[config.mk]
export PLATFORM = sky130hd
export DESIGN_NAME = tli_top
export DESIGN_NICKNAME = d
export VERILOG_FILES = /design/src/logic/tli_pkg.sv /design/src/logic/tli_mem_if.sv /design/src/logic/tli_lut_mem.sv /design/src/logic/tli_top.sv
export VERILOG_INCLUDE_DIRS = /design/src /design/src/logic
export SDC_FILE = /design/constraint.sdc
export NUM_CORES = 1
export LEC_CHECK = 0
export CAP_MARGIN = 20
export CORE_ASPECT_RATIO = 0.6
export CORE_UTILIZATION = 45
export CTS_CLUSTER_SIZE = 14
export DETAILED_ROUTE_END_ITERATION = 6
export DONT_BUFFER_PORTS = 1
export PLACE_DENSITY_LB_ADDON = 0.1
export SLEW_MARGIN = 20
export SYNTH_ARGS = -nofsm -noshare
export SYNTH_HDL_FRONTEND = slang
export SYNTH_SLANG_ARGS = --single-unit
[constraint.sdc]
create_clock -name ref_clk -period 13.3 [get_ports ref_clk]
set_input_delay 0 -clock ref_clk [delete_from_list [all_inputs] [get_ports ref_clk]]
set_output_delay 0 -clock ref_clk [all_outputs]
set_load 0.02 [all_outputs]
[src/logic/tli_defs.svh]
// named offsets, field positions, response codes and timing figures
// assumes: included by bare name from each design file that needs it
`ifndef TLI_DEFS_SVH
`define TLI_DEFS_SVH
`define TLI_AXI_AW      8
`define TLI_REG_CTRL    8'h00
`define TLI_REG_SUBST   8'h04
`define TLI_REG_CH0     8'h08
`define TLI_REG_CH1     8'h0C
`define TLI_REG_READING 8'h10
`define TLI_REG_CODE0   8'h14
`define TLI_REG_CODE1   8'h18
`define TLI_REG_STATUS  8'h1C
`define TLI_REG_TBL     8'h40
`define TLI_REG_TBL_END 8'hDC
`define TLI_TBL_DEPTH   39
`define TLI_TBL_AW      6
`define TLI_CTRL_OVR    0
`define TLI_CH_INV      15
`define TLI_CH_MASK     16'h8FFF
`define TLI_ST_BUSY     0
`define TLI_ST_LOADED   1
`define TLI_ST_FIRST    2
`define TLI_BASE_IDX    8'h06
`define TLI_DEL_UP1     6'h0D
`define TLI_DEL_DN1     6'h0C
`define TLI_FRAC_W      6
`define TLI_CODE_TOP    12'hFFF
`define TLI_READ_MAX    13'h07FF
`define TLI_READ_MIN    13'h1800
`define TLI_CONV_MS     25
`define TLI_CLK_KHZ     25000
`define TLI_NVM_B0L     6'h27
`define TLI_NVM_B0H     6'h28
`define TLI_NVM_B1L     6'h29
`define TLI_NVM_B1H     6'h2A
`define TLI_NVM_LAST    6'h2A
`define TLI_RESP_OKAY   2'h0
`define TLI_RESP_SLVERR 2'h2
`endif

[src/logic/tli_pkg.sv]
// types shared by the interpolator
// assumes: nothing
`default_nettype none
package tli_pkg;
  typedef enum logic [7:0] {
    ST_IDLE  = 8'h01,
    ST_NVM   = 8'h02,
    ST_START = 8'h04,
    ST_ADDR  = 8'h08,
    ST_SUM   = 8'h10,
    ST_FADDR = 8'h20,
    ST_FSUM  = 8'h40,
    ST_OUT   = 8'h80
  } tli_state_e;
endpackage
`default_nettype wire

[src/logic/tli_mem_if.sv]
// carrier between controller and increment table memory
// assumes: one clock, reads registered in the memory
`timescale 1ns/10ps
`default_nettype none
interface tli_mem_if #(
  parameter int unsigned AW = 6,
  parameter int unsigned DW = 8
);
  logic          wr_en;
  logic [AW-1:0] wr_addr;
  logic [DW-1:0] wr_data;
  logic [DW-1:0] wr_mask;
  logic [AW-1:0] ca_addr;
  logic [DW-1:0] ca_data;
  logic [AW-1:0] ba_addr;
  logic [DW-1:0] ba_data;
  modport ctrl (output wr_en, wr_addr, wr_data, wr_mask, ca_addr, ba_addr,
                input ca_data, ba_data);
  modport mem (input wr_en, wr_addr, wr_data, wr_mask, ca_addr, ba_addr,
               output ca_data, ba_data);
endinterface // tli_mem_if
`default_nettype wire

[src/logic/tli_lut_mem.sv]
// two increment tables, one nibble each per word, two registered read ports
// assumes: addresses stay below DEPTH
`timescale 1ns/10ps
`default_nettype none
module tli_lut_mem #(
  parameter int unsigned DEPTH = 39,
  parameter int unsigned DW    = 8
) (
  // clock and enable
  input  wire logic clk,
  input  wire logic ce,
  // access port
  tli_mem_if.mem    port
);
  logic [DW-1:0] mem_r [DEPTH];

  // masked write
  always_ff @(posedge clk) begin
    if (ce && port.wr_en) begin
      mem_r[port.wr_addr] <= (mem_r[port.wr_addr] & ~port.wr_mask) | (port.wr_data & port.wr_mask);
    end
  end

  // compute and bus read ports
  always_ff @(posedge clk) begin
    if (ce) begin
      port.ca_data <= mem_r[port.ca_addr];
      port.ba_data <= mem_r[port.ba_addr];
    end
  end
endmodule // tli_lut_mem
`default_nettype wire

[src/logic/tli_top.sv]
// temperature lookup interpolator: axi4-lite registers, nvm copy, two-channel alu
// assumes: sensor code held steady between conversions, nvm read one cycle latent
// Behaviour
// RULE_01 - reading is 12-bit two's complement, 0.0625 C step, msb weighs -128 C
// RULE_02 - reading bytes refresh at every completed conversion, about every 25 ms
// RULE_03 - reading bytes are zero after power-up, first result at 25 ms
// RULE_04 - reading never exceeds 127.9375 C; largest positive code is ceiling
// RULE_05 - table index is reading bits 11 to 6, four degrees per step
// RULE_06 - each table entry is an unsigned 4-bit increment over one interval
// RULE_07 - fixed 24 C reference; channel offset is output code there
// RULE_08 - normal polarity adds increments above reference, subtracts those below
// RULE_09 - low six bits over 64 interpolate a share of the next increment
// RULE_10 - final 12-bit result goes to the channel converter input
// RULE_11 - slope invert set subtracts upper increments, adds lower ones
// RULE_12 - table input is sensor reading or user substitute value in user_substitute_regs
// RULE_13 - two independent tables share the index, each feeds own channel
// RULE_14 - nvm contents copied at power-up, output then produced unprompted
// RULE_15 - below lowest entry, lowest increment extrapolates down the range
// RULE_16 - code is channel offset plus selected increments, anywhere in 12 bits
// RULE_17 - fractional product truncated toward zero; result kept in 12 bits
// RULE_18 - codes recomputed on every new table input, conversion or user_substitute_regs
//
// Our own choices: the address map and the AXI4-Lite slave port.
`timescale 1ns/10ps
`default_nettype none
`include "tli_defs.svh"
module tli_top #(
  parameter int unsigned CONV_CYC = `TLI_CONV_MS * `TLI_CLK_KHZ
) (
  // clock, reset, enable
  input  wire logic                   ref_clk,
  input  wire logic                   arst_n,
  input  wire logic                   clk_en,
  // axi4-lite slave
  input  wire logic [`TLI_AXI_AW-1:0] s_axi_awaddr,
  input  wire logic                   s_axi_awvalid,
  output logic                        s_axi_awready,
  input  wire logic [31:0]            s_axi_wdata,
  input  wire logic [3:0]             s_axi_wstrb,
  input  wire logic                   s_axi_wvalid,
  output logic                        s_axi_wready,
  output logic [1:0]                  s_axi_bresp,
  output logic                        s_axi_bvalid,
  input  wire logic                   s_axi_bready,
  input  wire logic [`TLI_AXI_AW-1:0] s_axi_araddr,
  input  wire logic                   s_axi_arvalid,
  output logic                        s_axi_arready,
  output logic [31:0]                 s_axi_rdata,
  output logic [1:0]                  s_axi_rresp,
  output logic                        s_axi_rvalid,
  input  wire logic                   s_axi_rready,
  // sensor front end, unsynchronised
  input  wire logic [12:0]            sensor_raw,
  // non-volatile store read port
  output logic [`TLI_TBL_AW-1:0]      nvm_rd_addr,
  input  wire logic [7:0]             nvm_rd_data,
  // converter input codes
  output logic [11:0]                 converter_input_code0,
  output logic [11:0]                 converter_input_code1
);
  localparam int unsigned CW = $clog2(CONV_CYC + 1);

  logic                  rst_q1_r, rst_n;
  logic [12:0]           sens_q1_r, sens_q2_r;
  tli_pkg::tli_state_e   st_r;
  logic [CW-1:0]         conv_cnt_r;
  logic                  conv_done_r, first_r, pend_r, ld_done_r, wr_trig_r;
  logic [11:0]           reading_r, subst_r, tin, code0_r, code1_r;
  logic                  ovr_r;
  logic [15:0]           ch0_r, ch1_r;
  logic [`TLI_TBL_AW-1:0] nvm_addr_r, ld_waddr_r, walk_r;
  logic                  ld_vld_r, ld_end_r;
  logic [7:0]            idx_diff, mag;
  logic                  up_r;
  logic [5:0]            steps_r, rem_r;
  logic signed [13:0]    acc0_r, acc1_r;
  logic                  awready_r, wready_r, aw_got_r, w_got_r, bvalid_r;
  logic [1:0]            bresp_r, rresp_r, rd_ph_r;
  logic [7:0]            aw_addr_r, ar_addr_r;
  logic [31:0]           wdata_r, rdata_r, rd_word;
  logic [3:0]            wstrb_r;
  logic                  arready_r, rvalid_r, rd_err;
  logic                  aw_hs, w_hs, ar_hs, wr_fire, b_done, trig;

  tli_mem_if #(.AW(`TLI_TBL_AW), .DW(8)) mif ();

  tli_lut_mem #(.DEPTH(`TLI_TBL_DEPTH), .DW(8)) u_mem (
    .clk  (ref_clk),
    .ce   (clk_en),
    .port (mif.mem)
  );

  function automatic logic tbl_hit(input logic [7:0] a);
    return (a >= `TLI_REG_TBL) && (a < `TLI_REG_TBL_END) && (a[1:0] == 2'h0);
  endfunction

  function automatic logic [5:0] tbl_idx(input logic [7:0] a);
    logic [7:0] o;
    o = a - `TLI_REG_TBL;
    return o[7:2];
  endfunction

  function automatic logic reg_known(input logic [7:0] a);
    return tbl_hit(a) || (a == `TLI_REG_CTRL) || (a == `TLI_REG_SUBST) ||
           (a == `TLI_REG_CH0) || (a == `TLI_REG_CH1) || (a == `TLI_REG_READING) ||
           (a == `TLI_REG_CODE0) || (a == `TLI_REG_CODE1) || (a == `TLI_REG_STATUS);
  endfunction

  function automatic logic [15:0] merge16(input logic [15:0] o, input logic [15:0] n,
                                          input logic [1:0] s);
    return {s[1] ? n[15:8] : o[15:8], s[0] ? n[7:0] : o[7:0]};
  endfunction

  // share of the next increment, truncated toward zero
  function automatic logic [3:0] frac_part(input logic [5:0] r, input logic [3:0] d);
    logic [9:0] p;
    p = 10'(r) * 10'(d);
    return p[9:`TLI_FRAC_W]; // RULE_09 RULE_17
  endfunction

  // offset plus signed sum, polarity applied, clamped to the code space
  function automatic logic [11:0] chan_code(input logic [15:0] ch, input logic [13:0] acc);
    logic signed [14:0] b, a, s;
    b = $signed({3'h0, ch[11:0]});
    a = $signed({acc[13], acc});
    s = ch[`TLI_CH_INV] ? (b - a) : (b + a); // RULE_08 RULE_11 RULE_16
    if (s < 0) return 12'h000; // RULE_17
    if (s > $signed({3'h0, `TLI_CODE_TOP})) return `TLI_CODE_TOP;
    return s[11:0];
  endfunction

  // reset release through two flops
  always_ff @(posedge ref_clk or negedge arst_n) begin
    if (!arst_n) begin
      rst_q1_r <= 1'b0;
      rst_n    <= 1'b0;
    end else begin
      rst_q1_r <= 1'b1;
      rst_n    <= rst_q1_r;
    end
  end

  // sensor code synchroniser
  always_ff @(posedge ref_clk or negedge rst_n) begin
    if (!rst_n) begin
      sens_q1_r <= '0;
      sens_q2_r <= '0;
    end else if (clk_en) begin
      sens_q1_r <= sensor_raw;
      sens_q2_r <= sens_q1_r;
    end
  end

  // conversion timer and reading bytes
  always_ff @(posedge ref_clk or negedge rst_n) begin
    if (!rst_n) begin
      conv_cnt_r  <= '0;
      conv_done_r <= 1'b0;
      first_r     <= 1'b0;
      reading_r   <= '0; // RULE_03
    end else if (clk_en) begin
      conv_done_r <= 1'b0;
      if (conv_cnt_r == CW'(CONV_CYC - 1)) begin
        conv_cnt_r  <= '0; // RULE_02 RULE_03
        conv_done_r <= 1'b1;
        first_r     <= 1'b1;
        if ($signed(sens_q2_r) > $signed(`TLI_READ_MAX)) begin
          reading_r <= 12'(`TLI_READ_MAX); // RULE_04
        end else if ($signed(sens_q2_r) < $signed(`TLI_READ_MIN)) begin
          reading_r <= 12'(`TLI_READ_MIN); // RULE_01
        end else begin
          reading_r <= sens_q2_r[11:0]; // RULE_01
        end
      end else begin
        conv_cnt_r <= conv_cnt_r + 1'b1;
      end
    end
  end

  assign tin      = ovr_r ? subst_r : reading_r; // RULE_12
  assign idx_diff = {{2{tin[11]}}, tin[11:6]} - `TLI_BASE_IDX; // RULE_05 RULE_07
  assign mag      = idx_diff[7] ? (8'h00 - idx_diff) : idx_diff;
  assign trig     = (conv_done_r && !ovr_r) || wr_trig_r; // RULE_18

  // recompute request, a new trigger wins over the clear
  always_ff @(posedge ref_clk or negedge rst_n) begin
    if (!rst_n) begin
      pend_r <= 1'b0;
    end else if (clk_en) begin
      pend_r <= trig || (pend_r && (st_r != tli_pkg::ST_IDLE)); // RULE_18
    end
  end

  // nvm copy sequencer
  always_ff @(posedge ref_clk or negedge rst_n) begin
    if (!rst_n) begin
      nvm_addr_r <= '0;
      ld_waddr_r <= '0;
      ld_vld_r   <= 1'b0;
      ld_end_r   <= 1'b0;
      ld_done_r  <= 1'b0;
    end else if (clk_en) begin
      ld_vld_r   <= (st_r == tli_pkg::ST_NVM) && !ld_end_r;
      ld_waddr_r <= nvm_addr_r;
      if ((st_r == tli_pkg::ST_NVM) && !ld_end_r) begin
        if (nvm_addr_r == `TLI_NVM_LAST) ld_end_r <= 1'b1;
        else nvm_addr_r <= nvm_addr_r + 1'b1;
      end
      if (ld_vld_r && (ld_waddr_r == `TLI_NVM_LAST)) ld_done_r <= 1'b1; // RULE_14
    end
  end

  // main sequencer
  always_ff @(posedge ref_clk or negedge rst_n) begin
    if (!rst_n) begin
      st_r <= tli_pkg::ST_NVM;
    end else if (clk_en) begin
      unique case (st_r)
        tli_pkg::ST_NVM: begin
          if (ld_vld_r && (ld_waddr_r == `TLI_NVM_LAST)) st_r <= tli_pkg::ST_START; // RULE_14
        end
        tli_pkg::ST_IDLE: begin
          if (pend_r) st_r <= tli_pkg::ST_START; // RULE_18
        end
        tli_pkg::ST_START: begin
          st_r <= (!idx_diff[7] && (mag == 8'h00)) ? tli_pkg::ST_FADDR : tli_pkg::ST_ADDR;
        end
        tli_pkg::ST_ADDR:  st_r <= tli_pkg::ST_SUM;
        tli_pkg::ST_SUM:   st_r <= (steps_r == 6'h01) ? tli_pkg::ST_FADDR : tli_pkg::ST_ADDR;
        tli_pkg::ST_FADDR: st_r <= tli_pkg::ST_FSUM;
        tli_pkg::ST_FSUM:  st_r <= tli_pkg::ST_OUT;
        tli_pkg::ST_OUT:   st_r <= tli_pkg::ST_IDLE;
        default:           st_r <= tli_pkg::ST_IDLE;
      endcase
    end
  end

  // table walker
  always_ff @(posedge ref_clk or negedge rst_n) begin
    if (!rst_n) begin
      walk_r  <= '0;
      steps_r <= '0;
      up_r    <= 1'b0;
      rem_r   <= '0;
    end else if (clk_en) begin
      if (st_r == tli_pkg::ST_START) begin
        up_r    <= !idx_diff[7];
        steps_r <= mag[5:0];
        rem_r   <= tin[5:0]; // RULE_09
        walk_r  <= idx_diff[7] ? `TLI_DEL_DN1 : `TLI_DEL_UP1; // RULE_07
      end else if (st_r == tli_pkg::ST_SUM) begin
        steps_r <= steps_r - 1'b1;
        if (up_r) begin
          walk_r <= walk_r + 1'b1; // RULE_09
        end else if ((steps_r != 6'h01) && (walk_r != '0)) begin
          walk_r <= walk_r - 1'b1; // RULE_15
        end
      end
    end
  end

  // per-channel accumulators
  always_ff @(posedge ref_clk or negedge rst_n) begin
    if (!rst_n) begin
      acc0_r <= '0;
      acc1_r <= '0;
    end else if (clk_en) begin
      unique case (st_r)
        tli_pkg::ST_START: begin
          acc0_r <= '0;
          acc1_r <= '0;
        end
        tli_pkg::ST_SUM: begin
          acc0_r <= up_r ? acc0_r + 14'(mif.ca_data[3:0]) : acc0_r - 14'(mif.ca_data[3:0]); // RULE_06 RULE_08
          acc1_r <= up_r ? acc1_r + 14'(mif.ca_data[7:4]) : acc1_r - 14'(mif.ca_data[7:4]); // RULE_13
        end
        tli_pkg::ST_FSUM: begin
          acc0_r <= acc0_r + 14'(frac_part(rem_r, mif.ca_data[3:0])); // RULE_09
          acc1_r <= acc1_r + 14'(frac_part(rem_r, mif.ca_data[7:4]));
        end
        default: begin
        end
      endcase
    end
  end

  // converter codes
  always_ff @(posedge ref_clk or negedge rst_n) begin
    if (!rst_n) begin
      code0_r <= '0;
      code1_r <= '0;
    end else if (clk_en && (st_r == tli_pkg::ST_OUT)) begin
      code0_r <= chan_code(ch0_r, acc0_r); // RULE_10 RULE_16
      code1_r <= chan_code(ch1_r, acc1_r); // RULE_13
    end
  end

  assign aw_hs   = s_axi_awvalid && awready_r;
  assign w_hs    = s_axi_wvalid && wready_r;
  assign ar_hs   = s_axi_arvalid && arready_r;
  assign wr_fire = aw_got_r && w_got_r && !bvalid_r;
  assign b_done  = bvalid_r && s_axi_bready;

  // axi write channels
  always_ff @(posedge ref_clk or negedge rst_n) begin
    if (!rst_n) begin
      awready_r <= 1'b0;
      wready_r  <= 1'b0;
      aw_got_r  <= 1'b0;
      w_got_r   <= 1'b0;
      aw_addr_r <= '0;
      wdata_r   <= '0;
      wstrb_r   <= '0;
      bvalid_r  <= 1'b0;
      bresp_r   <= `TLI_RESP_OKAY;
    end else if (clk_en) begin
      if (aw_hs) begin
        aw_got_r  <= 1'b1;
        aw_addr_r <= s_axi_awaddr;
      end
      if (w_hs) begin
        w_got_r <= 1'b1;
        wdata_r <= s_axi_wdata;
        wstrb_r <= s_axi_wstrb;
      end
      if (wr_fire) begin
        aw_got_r <= 1'b0;
        w_got_r  <= 1'b0;
        bvalid_r <= 1'b1;
        bresp_r  <= reg_known(aw_addr_r) ? `TLI_RESP_OKAY : `TLI_RESP_SLVERR;
      end else if (b_done) begin
        bvalid_r <= 1'b0;
      end
      awready_r <= ld_done_r && !aw_hs && !aw_got_r && !wr_fire && (!bvalid_r || s_axi_bready);
      wready_r  <= ld_done_r && !w_hs && !w_got_r && !wr_fire && (!bvalid_r || s_axi_bready);
    end
  end

  // software and nvm written control registers
  always_ff @(posedge ref_clk or negedge rst_n) begin
    if (!rst_n) begin
      ovr_r     <= 1'b0;
      subst_r   <= '0;
      ch0_r     <= '0;
      ch1_r     <= '0;
      wr_trig_r <= 1'b0;
    end else if (clk_en) begin
      wr_trig_r <= wr_fire && reg_known(aw_addr_r); // RULE_18
      if (ld_vld_r) begin
        if (ld_waddr_r == `TLI_NVM_B0L) ch0_r[7:0] <= nvm_rd_data; // RULE_14
        if (ld_waddr_r == `TLI_NVM_B0H) ch0_r[15:8] <= 8'(nvm_rd_data & `TLI_CH_MASK >> 8);
        if (ld_waddr_r == `TLI_NVM_B1L) ch1_r[7:0] <= nvm_rd_data;
        if (ld_waddr_r == `TLI_NVM_B1H) ch1_r[15:8] <= 8'(nvm_rd_data & `TLI_CH_MASK >> 8);
      end
      if (wr_fire) begin
        if ((aw_addr_r == `TLI_REG_CTRL) && wstrb_r[0]) ovr_r <= wdata_r[`TLI_CTRL_OVR]; // RULE_12
        if (aw_addr_r == `TLI_REG_SUBST) subst_r <= 12'(merge16({4'h0, subst_r}, wdata_r[15:0], wstrb_r[1:0]));
        if (aw_addr_r == `TLI_REG_CH0) ch0_r <= merge16(ch0_r, wdata_r[15:0], wstrb_r[1:0]) & `TLI_CH_MASK;
        if (aw_addr_r == `TLI_REG_CH1) ch1_r <= merge16(ch1_r, wdata_r[15:0], wstrb_r[1:0]) & `TLI_CH_MASK;
      end
    end
  end

  // table memory hookup: nvm copy during load, bus writes afterwards
  assign mif.wr_en   = (ld_vld_r && (ld_waddr_r < `TLI_NVM_B0L)) || (wr_fire && tbl_hit(aw_addr_r) && wstrb_r[0]);
  assign mif.wr_addr = ld_vld_r ? ld_waddr_r : tbl_idx(aw_addr_r);
  assign mif.wr_data = ld_vld_r ? nvm_rd_data : wdata_r[7:0];
  assign mif.wr_mask = 8'hFF;
  assign mif.ca_addr = walk_r;
  assign mif.ba_addr = tbl_idx(ar_addr_r);

  // read data select
  always_comb begin
    rd_word = 32'h0;
    rd_err  = 1'b0;
    if (tbl_hit(ar_addr_r)) begin
      rd_word = {24'h0, mif.ba_data};
    end else begin
      case (ar_addr_r)
        `TLI_REG_CTRL:    rd_word[`TLI_CTRL_OVR] = ovr_r;
        `TLI_REG_SUBST:   rd_word[11:0] = subst_r;
        `TLI_REG_CH0:     rd_word[15:0] = ch0_r;
        `TLI_REG_CH1:     rd_word[15:0] = ch1_r;
        `TLI_REG_READING: rd_word[11:0] = reading_r; // RULE_01
        `TLI_REG_CODE0:   rd_word[11:0] = code0_r;
        `TLI_REG_CODE1:   rd_word[11:0] = code1_r;
        `TLI_REG_STATUS: begin
          rd_word[`TLI_ST_BUSY]   = (st_r != tli_pkg::ST_IDLE);
          rd_word[`TLI_ST_LOADED] = ld_done_r;
          rd_word[`TLI_ST_FIRST]  = first_r;
        end
        default:          rd_err = 1'b1;
      endcase
    end
  end

  // axi read channels, two cycles for the registered table read
  always_ff @(posedge ref_clk or negedge rst_n) begin
    if (!rst_n) begin
      arready_r <= 1'b0;
      ar_addr_r <= '0;
      rd_ph_r   <= '0;
      rvalid_r  <= 1'b0;
      rdata_r   <= '0;
      rresp_r   <= `TLI_RESP_OKAY;
    end else if (clk_en) begin
      rd_ph_r <= {rd_ph_r[0], ar_hs};
      if (ar_hs) ar_addr_r <= s_axi_araddr;
      if (rd_ph_r[1]) begin
        rvalid_r <= 1'b1;
        rdata_r  <= rd_word;
        rresp_r  <= rd_err ? `TLI_RESP_SLVERR : `TLI_RESP_OKAY;
      end else if (rvalid_r && s_axi_rready) begin
        rvalid_r <= 1'b0;
      end
      arready_r <= !ar_hs && (rd_ph_r == 2'h0) && (!rvalid_r || s_axi_rready);
    end
  end

  assign s_axi_awready         = awready_r;
  assign s_axi_wready          = wready_r;
  assign s_axi_bvalid          = bvalid_r;
  assign s_axi_bresp           = bresp_r;
  assign s_axi_arready         = arready_r;
  assign s_axi_rvalid          = rvalid_r;
  assign s_axi_rdata           = rdata_r;
  assign s_axi_rresp           = rresp_r;
  assign nvm_rd_addr           = nvm_addr_r;
  assign converter_input_code0 = code0_r;
  assign converter_input_code1 = code1_r;
endmodule // tli_top
`default_nettype wire

==> metrics.yaml, run 1 <==
status:
  outcome: "completed"
setup_path:
  required_ns: 13.82
  cp_max_fo: 9
  endpoint_kind: "flop"
  critical_path_class: "flop to flop"
  crit_arrival_ns: 6.44
  start_kind: "flop"
  r2r_cells: 21
logic_synthesis:
  yosys_warnings: 0
  postSynthCellCount: 2504
  synthFlopType: "edfxtp_1"
  ys_async_sr_fraction: 0.443
  ys_types: 81
  synth_seq_area_share: 0.519
  netlist_area_um2: 31500
  synth_edf_count: 328
  yosysMostFrequentCell: "edfxtp_1"
  synthTopCellsByCount: "328 x edfxtp_1, 260 x dfrtp_1, 222 x nand2_1"
  synth.top_cell.area_share: 0.312
  netlist_top_cells_area: "edfxtp_1 31%, dfrtp_1 21%, mux4_2 13%"
  synth_top_cell_by_area: "edfxtp_1"
  ys_seq_elements: 589
  syn_avg_cell_area_um2: 12.6
global_route:
  grt_usage: 0.262
  grt_pass1_wl_mm: 138
  grt_start_max_net_pins: 150
  grt_pass1_vias: 21300
  grt-ovfl-total: 0
  antenna_found_initial: 5
timing:
  setup_viol: 0
  setup_tns_ns: 0
  hold_viol_final: 0
  worstMarginPinSlew_ns: 1.15
  fin_crit_sh: 0.446
  fin_ws_ns: 7.37
  relSlewSlack: 0.232
  fmax_mhz: 169
  grt_setup_unrepaired: "false"
  period_minus_slack_ns: 5.93
  skew_ns: 0.0681
  slew_viol_final: 0
floorplan:
  die_area_um2: 71200
  start_util: 0.459
  chipWidth_um: 344
  rows: 74
  core-area_um2: 68700
  die_h_um: 207
  io_pins: 152
drt:
  drtAntennaViolNets: 0
  drt-met1-wl_mm: 44.1
  first_pass_iters: 6
  met3_length_mm: 10.6
  vias: 21800
  wl_per_cell_um: 26.3
  topRoutingLayerUsed: "met5"
  wl_met2_mm: 36.4
  drt_iter0_drc: 2213
  drc: 0
  post_drt_via_cell_ratio: 6.19
  totalWireLength_mm: 92.8
clock_tree:
  cts_resized: 0
  root_buffer: "clkbuf_16"
  clkTransAtPathRegs_ns: 0.06
  clockBufferDepth: 3
  cts_tree: "yes"
  cts_htree_levels: 2
  cts_setup_buffers: 0
  cts_num_sinks: 589
  clock_latency_ns: 0.67
  cts_buffers: 58
  cts_hold_buf: 104
run:
  cap_violations: 0
min_path:
  hold_depth: 2
  hold_path.class: "primary input to flop"
final_layout:
  syn2layout_area_growth_pct: 12.3
  ff_latch_area_um2: 16400
  drive_above_1_share: 0.160
  nNetsFinal: 2766
  finish.utilization: 0.516
  multi_input_area_um2: 14300
  layoutNonFillerInstCount: 3526
  fillers: 5873
pwr:
  powerDensity_nw_per_um2: 206
  irDropWorstVdd_v: 0.000150
  leakage_uw: 0.0135
place:
  port_buffers: 0
  place_hpwl_mm: 64.7
  dp_slack_ns: 7.46
  gp_congestion: 0.929
  dp.cells: 3308
critical path, stage by stage (launching register included):
cell and delay, ns:
edfxtp_1 0.53, nand2_1 0.13, fa_1 0.52, fa_1 0.54
inv_1 0.04, ha_1 0.28, nand4_1 0.10, o21bai_1 0.08
a21o_1 0.19, a21oi_1 0.35, o21bai_1 0.13, xor2_1 0.15
nor2_1 0.13, a21oi_1 0.07, ha_1 0.34, a211oi_1 0.32
o21ai_0 0.13, and3_1 0.20, o41ai_1 0.63, o21ai_0 0.34
o32a_1 0.41, o221ai_1 0.16
layout by cell type (no fill, tap or decap), types with 17 or more instances in the layout:
master,count
inv_1,78
a22oi_1,31
nor2b_1,26
mux2i_1,34
mux2_2,95
a21oi_1,111
xor2_1,42
nand2_1,221
nand3_1,35
a31oi_1,35
buf_4,20
nand4_1,18
nand2b_1,24
a21o_1,18
and2_1,42
nor2_1,148
clkbuf_16,59
nor3_1,32
dfrtp_1,254
conb_1,19
fa_1,19
o22ai_1,22
edfxtp_1,328
o21ai_0,177
o211ai_1,17
xnor2_1,60
mux4_2,177
a211oi_1,23
ha_1,100
dlygate4sd3_1,104
final cells by class:
cell class,count,area share
Inverter,79,0.00837
Clock buffer,73,0.0437
Multi-Input combinational cell,1708,0.404
Tap cell,912,0.0322
Timing Repair Buffer,130,0.0363
Clock inverter,34,0.0124
Antenna cell,1,0.0000706
Sequential cell,589,0.463
registers in the layout (all words and copies together), names as in the netlist, 14 cells and up:
signal	flops
acc1_r	14
ch1_r	16
s_axi_rdata	16
ch0_r	16
acc0_r	14
u_mem.mem_r	312
conv_cnt_r	20
path summary, 6_finish.rpt:
path | to | slack (ns) | startpoint
max in group asynchronous | mif.ca_addr[0] | 11.45 | rst_n
min in group asynchronous | rst_n | 0.12 | arst_n
hold / removal | rd_ph_r[0] | 0.02 | s_axi_arvalid
hold reg to reg | rst_n | 0.35 | rst_q1_r
setup reg to reg | acc0_r[13] | 7.37 | u_mem.port.ca_data[3]
setup / recovery | acc0_r[13] | 7.37 | u_mem.port.ca_data[3]
per-stage QoR:
step	area, um2	total power, uW	hold WS [ns]
finish	35400	7300	0.0189
global route	35400	7720	0.0294
CTS	35300	7300	0.00390
detailed placement	32300	5480	-0.295
global placement	32300	5430	-0.295
floorplan	31600	4630	-0.296
report_power, final:
| part | switching, uW | internal [uW] |
|---|---|---|
| logic | 1810 | 1360 |
| clock network | 742 | 1000 |
| registers | 290 | 2090 |
| total | 2840 | 4460 |
cells by family (layout without fill, tap and decap cells):
group	count (synthesis)	after routing	share of synthesized area
and+or+nand+nor	628	628	0.0947
adders and majority gates	119	119	0.0517
DFF	589	589	0.519
buffers and inverters	224	316	0.0299
AOI/OAI and AO/OA	534	534	0.105
xor gates and xnor gates	102	102	0.0283
muxes	306	306	0.171
other	2	20	0.000238
routing by layer:
layer / vias up / GRT usage
met2: 942 / 0.340
met4: 2 / 0.0543
li1: 9613 / -
met3: 122 / 0.0799
met1: 11200 / 0.424
met5: - / 0
(Power assumes the default switching activity.)
==> inputs of run 2 (changes only) <==
--- a/config.mk
+++ b/config.mk
@@ -6,6 +6,7 @@
 export SDC_FILE = /design/constraint.sdc
 export NUM_CORES = 1
 export LEC_CHECK = 0
+export ABC_AREA = 1
 export CAP_MARGIN = 20
 export CORE_ASPECT_RATIO = 0.6
 export CORE_UTILIZATION = 45
==> constraint.sdc (replaced) <==
create_clock -name ref_clk -period 5.82 [get_ports ref_clk]
set_input_delay 0 -clock ref_clk [delete_from_list [all_inputs] [get_ports ref_clk]]
set_output_delay 0 -clock ref_clk [all_outputs]
set_load 0.02 [all_outputs]
==> metrics.yaml, run 2 <==
pwr:
  p_int_uw: 11200  # was 4460 uW
  leakage_uw: 0.0157  # was 0.0135 uW
  switching_share: 0.484  # was 0.389
  finalPower_uw: 21700  # was 7300 uW
  p_clk_frac: 0.184  # was 0.239
  irDropWorstVdd_v: 0.000335  # was 0.000150 V
  p_sw_uw: 10500  # was 2840 uW
  powerDensity_nw_per_um2: 594  # was 206 nW/um2
  seqPwrFrac: 0.285  # was 0.326
  pwr-share-comb: 0.531  # was 0.435
setup_path:
  path_cells: "nand2_1 -> inv_1 -> fa_1 -> inv_1 -> fa_1 -> inv_1 -> ha_1 -> a21oi_1 -> o21ai_0 -> a21o_1 -> nand2_1 -> nand3_1 -> o21ai_0 -> ha_1 -> inv_1 -> fa_1 -> o21ai_0 -> a31oi_1 -> o21ai_0 -> nand2_1 -> nand2_1 -> o22ai_1"  # was nand2_1 -> fa_1 -> fa_1 -> inv_1 -> ha_1 -> nand4_1 -> o21bai_1 -> a21o_1 -> a21oi_1 -> o21bai_1 -> xor2_1 -> nor2_1 -> a21oi_1 -> ha_1 -> a211oi_1 -> o21ai_0 -> and3_1 -> o41ai_1 -> o21ai_0 -> o32a_1 -> o221ai_1
  start_kind: "flop"  # unchanged
  cp_max_fo: 9  # unchanged
  crit_arrival_ns: 5.28  # was 6.44 ns
  required_ns: 6.32  # was 13.82 ns
  cpPeakStageDelay_ns: 0.53  # was 0.63 ns
  endpoint_kind: "flop"  # unchanged
  critical_path_class: "flop to flop"  # unchanged
  slowest_stage: "fa_1"  # was o41ai_1
clock_tree:
  root_buffer: "clkbuf_16"  # unchanged
  clkTransAtPathRegs_ns: 0.07  # was 0.06 ns
  clock_latency_ns: 0.65  # was 0.67 ns
  cts_tree: "yes"  # unchanged
  clockBufferDepth: 3  # unchanged
  cts_resized: 0  # unchanged
  cts_buffers: 57  # was 58
  cts_htree_levels: 2  # unchanged
  cts_num_sinks: 589  # unchanged
drt:
  first_pass_iters: 6  # unchanged
  drt_iter0_drc: 3798  # was 2213
  drtAntennaViolNets: 0  # unchanged
  vias: 27800  # was 21800
  totalWireLength_mm: 113  # was 92.8 mm
  post_drt_via_cell_ratio: 5.75  # was 6.19
  drc: 0  # unchanged
  wl_per_cell_um: 23.3  # was 26.3 um
logic_synthesis:
  ys_async_sr_fraction: 0.443  # unchanged
  synthTopCellsByCount: "909 x nand2_1, 391 x inv_1, 381 x o21ai_0"  # was 328 x edfxtp_1, 260 x dfrtp_1, 222 x nand2_1
  netlist_top_cells_area: "edfxtp_1 30%, dfrtp_1 20%, nand2_1 10%"  # was edfxtp_1 31%, dfrtp_1 21%, mux4_2 13%
  synth_edf_count: 328  # unchanged
  ys_seq_elements: 589  # unchanged
  synth_seq_area_share: 0.500  # was 0.519
  netlist_area_um2: 32700  # was 31500 um2
  postSynthCellCount: 3779  # was 2504
  yosys_warnings: 0  # unchanged
  synth.top_cell.area_share: 0.301  # was 0.312
  yosysMostFrequentCell: "nand2_1"  # was edfxtp_1
  synthFlopType: "edfxtp_1"  # unchanged
  synth_top_cell_by_area: "edfxtp_1"  # unchanged
  ys_types: 71  # was 81
  syn_avg_cell_area_um2: 8.66  # was 12.6 um2
timing:
  worstMarginPinSlew_ns: 1.22  # was 1.15 ns
  fin_ws_ns: 1.04  # was 7.37 ns
  setup_viol: 0  # unchanged
  hold_viol_final: 0  # unchanged
  setup_tns_ns: 0  # unchanged
  grt_setup_unrepaired: "false"  # unchanged
  period_minus_slack_ns: 4.78  # was 5.93 ns
  slew_viol_final: 0  # unchanged
  fin_crit_sh: 0.821  # was 0.446
  fmax_mhz: 209  # was 169 MHz
  skew_ns: 0.0231  # was 0.0681 ns
  relSlewSlack: 0.183  # was 0.232
global_route:
  antenna_found_initial: 6  # was 5
  grt_start_max_net_pins: 147  # was 150
  grt_pass1_vias: 25600  # was 21300
  top_usage_layer: "met1"  # unchanged
  grt_use_met3: 0.103  # was 0.0799
  grt-ovfl-total: 0  # unchanged
  met1_usage: 0.497  # was 0.424
  grt_pass1_wl_mm: 167  # was 138 mm
  grt_util_met2: 0.380  # was 0.340
  grt_usage: 0.306  # was 0.262
final_layout:
  final_common_cell: "nand2_1"  # was edfxtp_1
  layoutNonFillerInstCount: 4845  # was 3526
  top_register: "u_mem.mem_r"  # unchanged
  syn2layout_area_growth_pct: 11.8  # was 12.3%
  nNetsFinal: 4019  # was 2766
  top_regs: "u_mem.mem_r: 312 flops, conv_cnt_r: 20 flops"  # unchanged
  drive_above_1_share: 0.0688  # was 0.160
  largest_reg_flops: 312  # unchanged
  final_cell_mix: "909 x nand2_1, 391 x inv_1, 373 x o21ai_0"  # was 328 x edfxtp_1, 254 x dfrtp_1, 221 x nand2_1
floorplan:
  die_h_um: 211  # was 207 um
  start_util: 0.455  # was 0.459
  rows: 76  # was 74
  core-area_um2: 71900  # was 68700 um2
  io_pins: 152  # unchanged
  chipWidth_um: 350  # was 344 um
  die_area_um2: 73900  # was 71200 um2
min_path:
  hold_path.class: "primary input to flop"  # unchanged
place:
  place_hpwl_mm: 79.0  # was 64.7 mm
  dp_slack_ns: 1.09  # was 7.46 ns
  dp.cells: 4631  # was 3308
  gp_congestion: 0.979  # was 0.929
  port_buffers: 0  # unchanged
run:
  cap_violations: 0  # unchanged
status:
  outcome: "completed"  # unchanged
run 2: through the flow:
step / utilization / hold slack, ns / cell area, um2
final: 0.509 / 0.0432 / 36600
after global routing: 0.509 / 0.0372 / 36600
after CTS: 0.509 / 0.0105 / 36600
after detailed placement: 0.467 / -0.296 / 33600
after global placement: 0.467 / -0.296 / 33600
after floorplan: - / -0.296 / 32800
run 2: power by group through the flow:
stage	logic (uW)	registers [uW]	clock network, uW
after detailed placement	11000	6230	0
after global placement	11100	6230	0
final	11500	6190	4000
after CTS	11300	6150	4040
after global routing	12800	6250	4200
after floorplan	8100	5760	0
run 2: final cells by class:
type	instances	area (um2)
sequential	589	16400
multi-input combinational	2603	14000
clock inverter	26	277
fill	6778	35300
tap	975	1220
antenna	3	7.51
timing repair buffer	140	1350
clock buffer	81	1700
inverter	428	1610
run 2: worst paths after layout:
check,slack [ns],depth (start not counted),to,start
worst min-delay path,0.04,3,u_mem.mem_r[1][5],nvm_rd_data[5]
min in group asynchronous,0.13,2,rst_n,arst_n
worst max-delay path,1.04,22,acc0_r[10],rem_r[2]
max in group asynchronous,3.98,1,converter_input_code0[11],rst_n
worst min register to register,0.35,0,rst_n,rst_q1_r
worst max register to register,1.04,22,acc0_r[10],rem_r[2]
run 2: critical path, delay by kind of cell (launching register included):
family,cells,cell delay (ns)
compound gates,8,1.53
fa+ha+maj,5,1.96
buf+inv,4,0.22
simple gates,5,0.39
flops,1,0.52
run 2: cells by family after synthesis:
| group | after synthesis | synth area share |
|---|---|---|
| simple gates | 1491 | 0.192 |
| compound gates | 902 | 0.163 |
| buf+inv | 604 | 0.0751 |
| flops | 589 | 0.500 |
| fa+ha+maj | 119 | 0.0498 |
| xor+xnor | 71 | 0.0190 |
| other cells | 2 | 0.000229 |
| mux | 1 | 0.000344 |
run 2: repair_timing:
action | 4_1_cts | 5_1_grt
setup buffers | 0 | 0
hold buffers | 104 | 0
hold endpoints to repair | 269 | 0
run 2: metal layers:
layer | up-vias | share of wire
met5 | - | 0.00027
met4 | 4 | 0.017
met3 | 134 | 0.13
met2 | 1483 | 0.37
met1 | 13300 | 0.48
li1 | 12900 | -
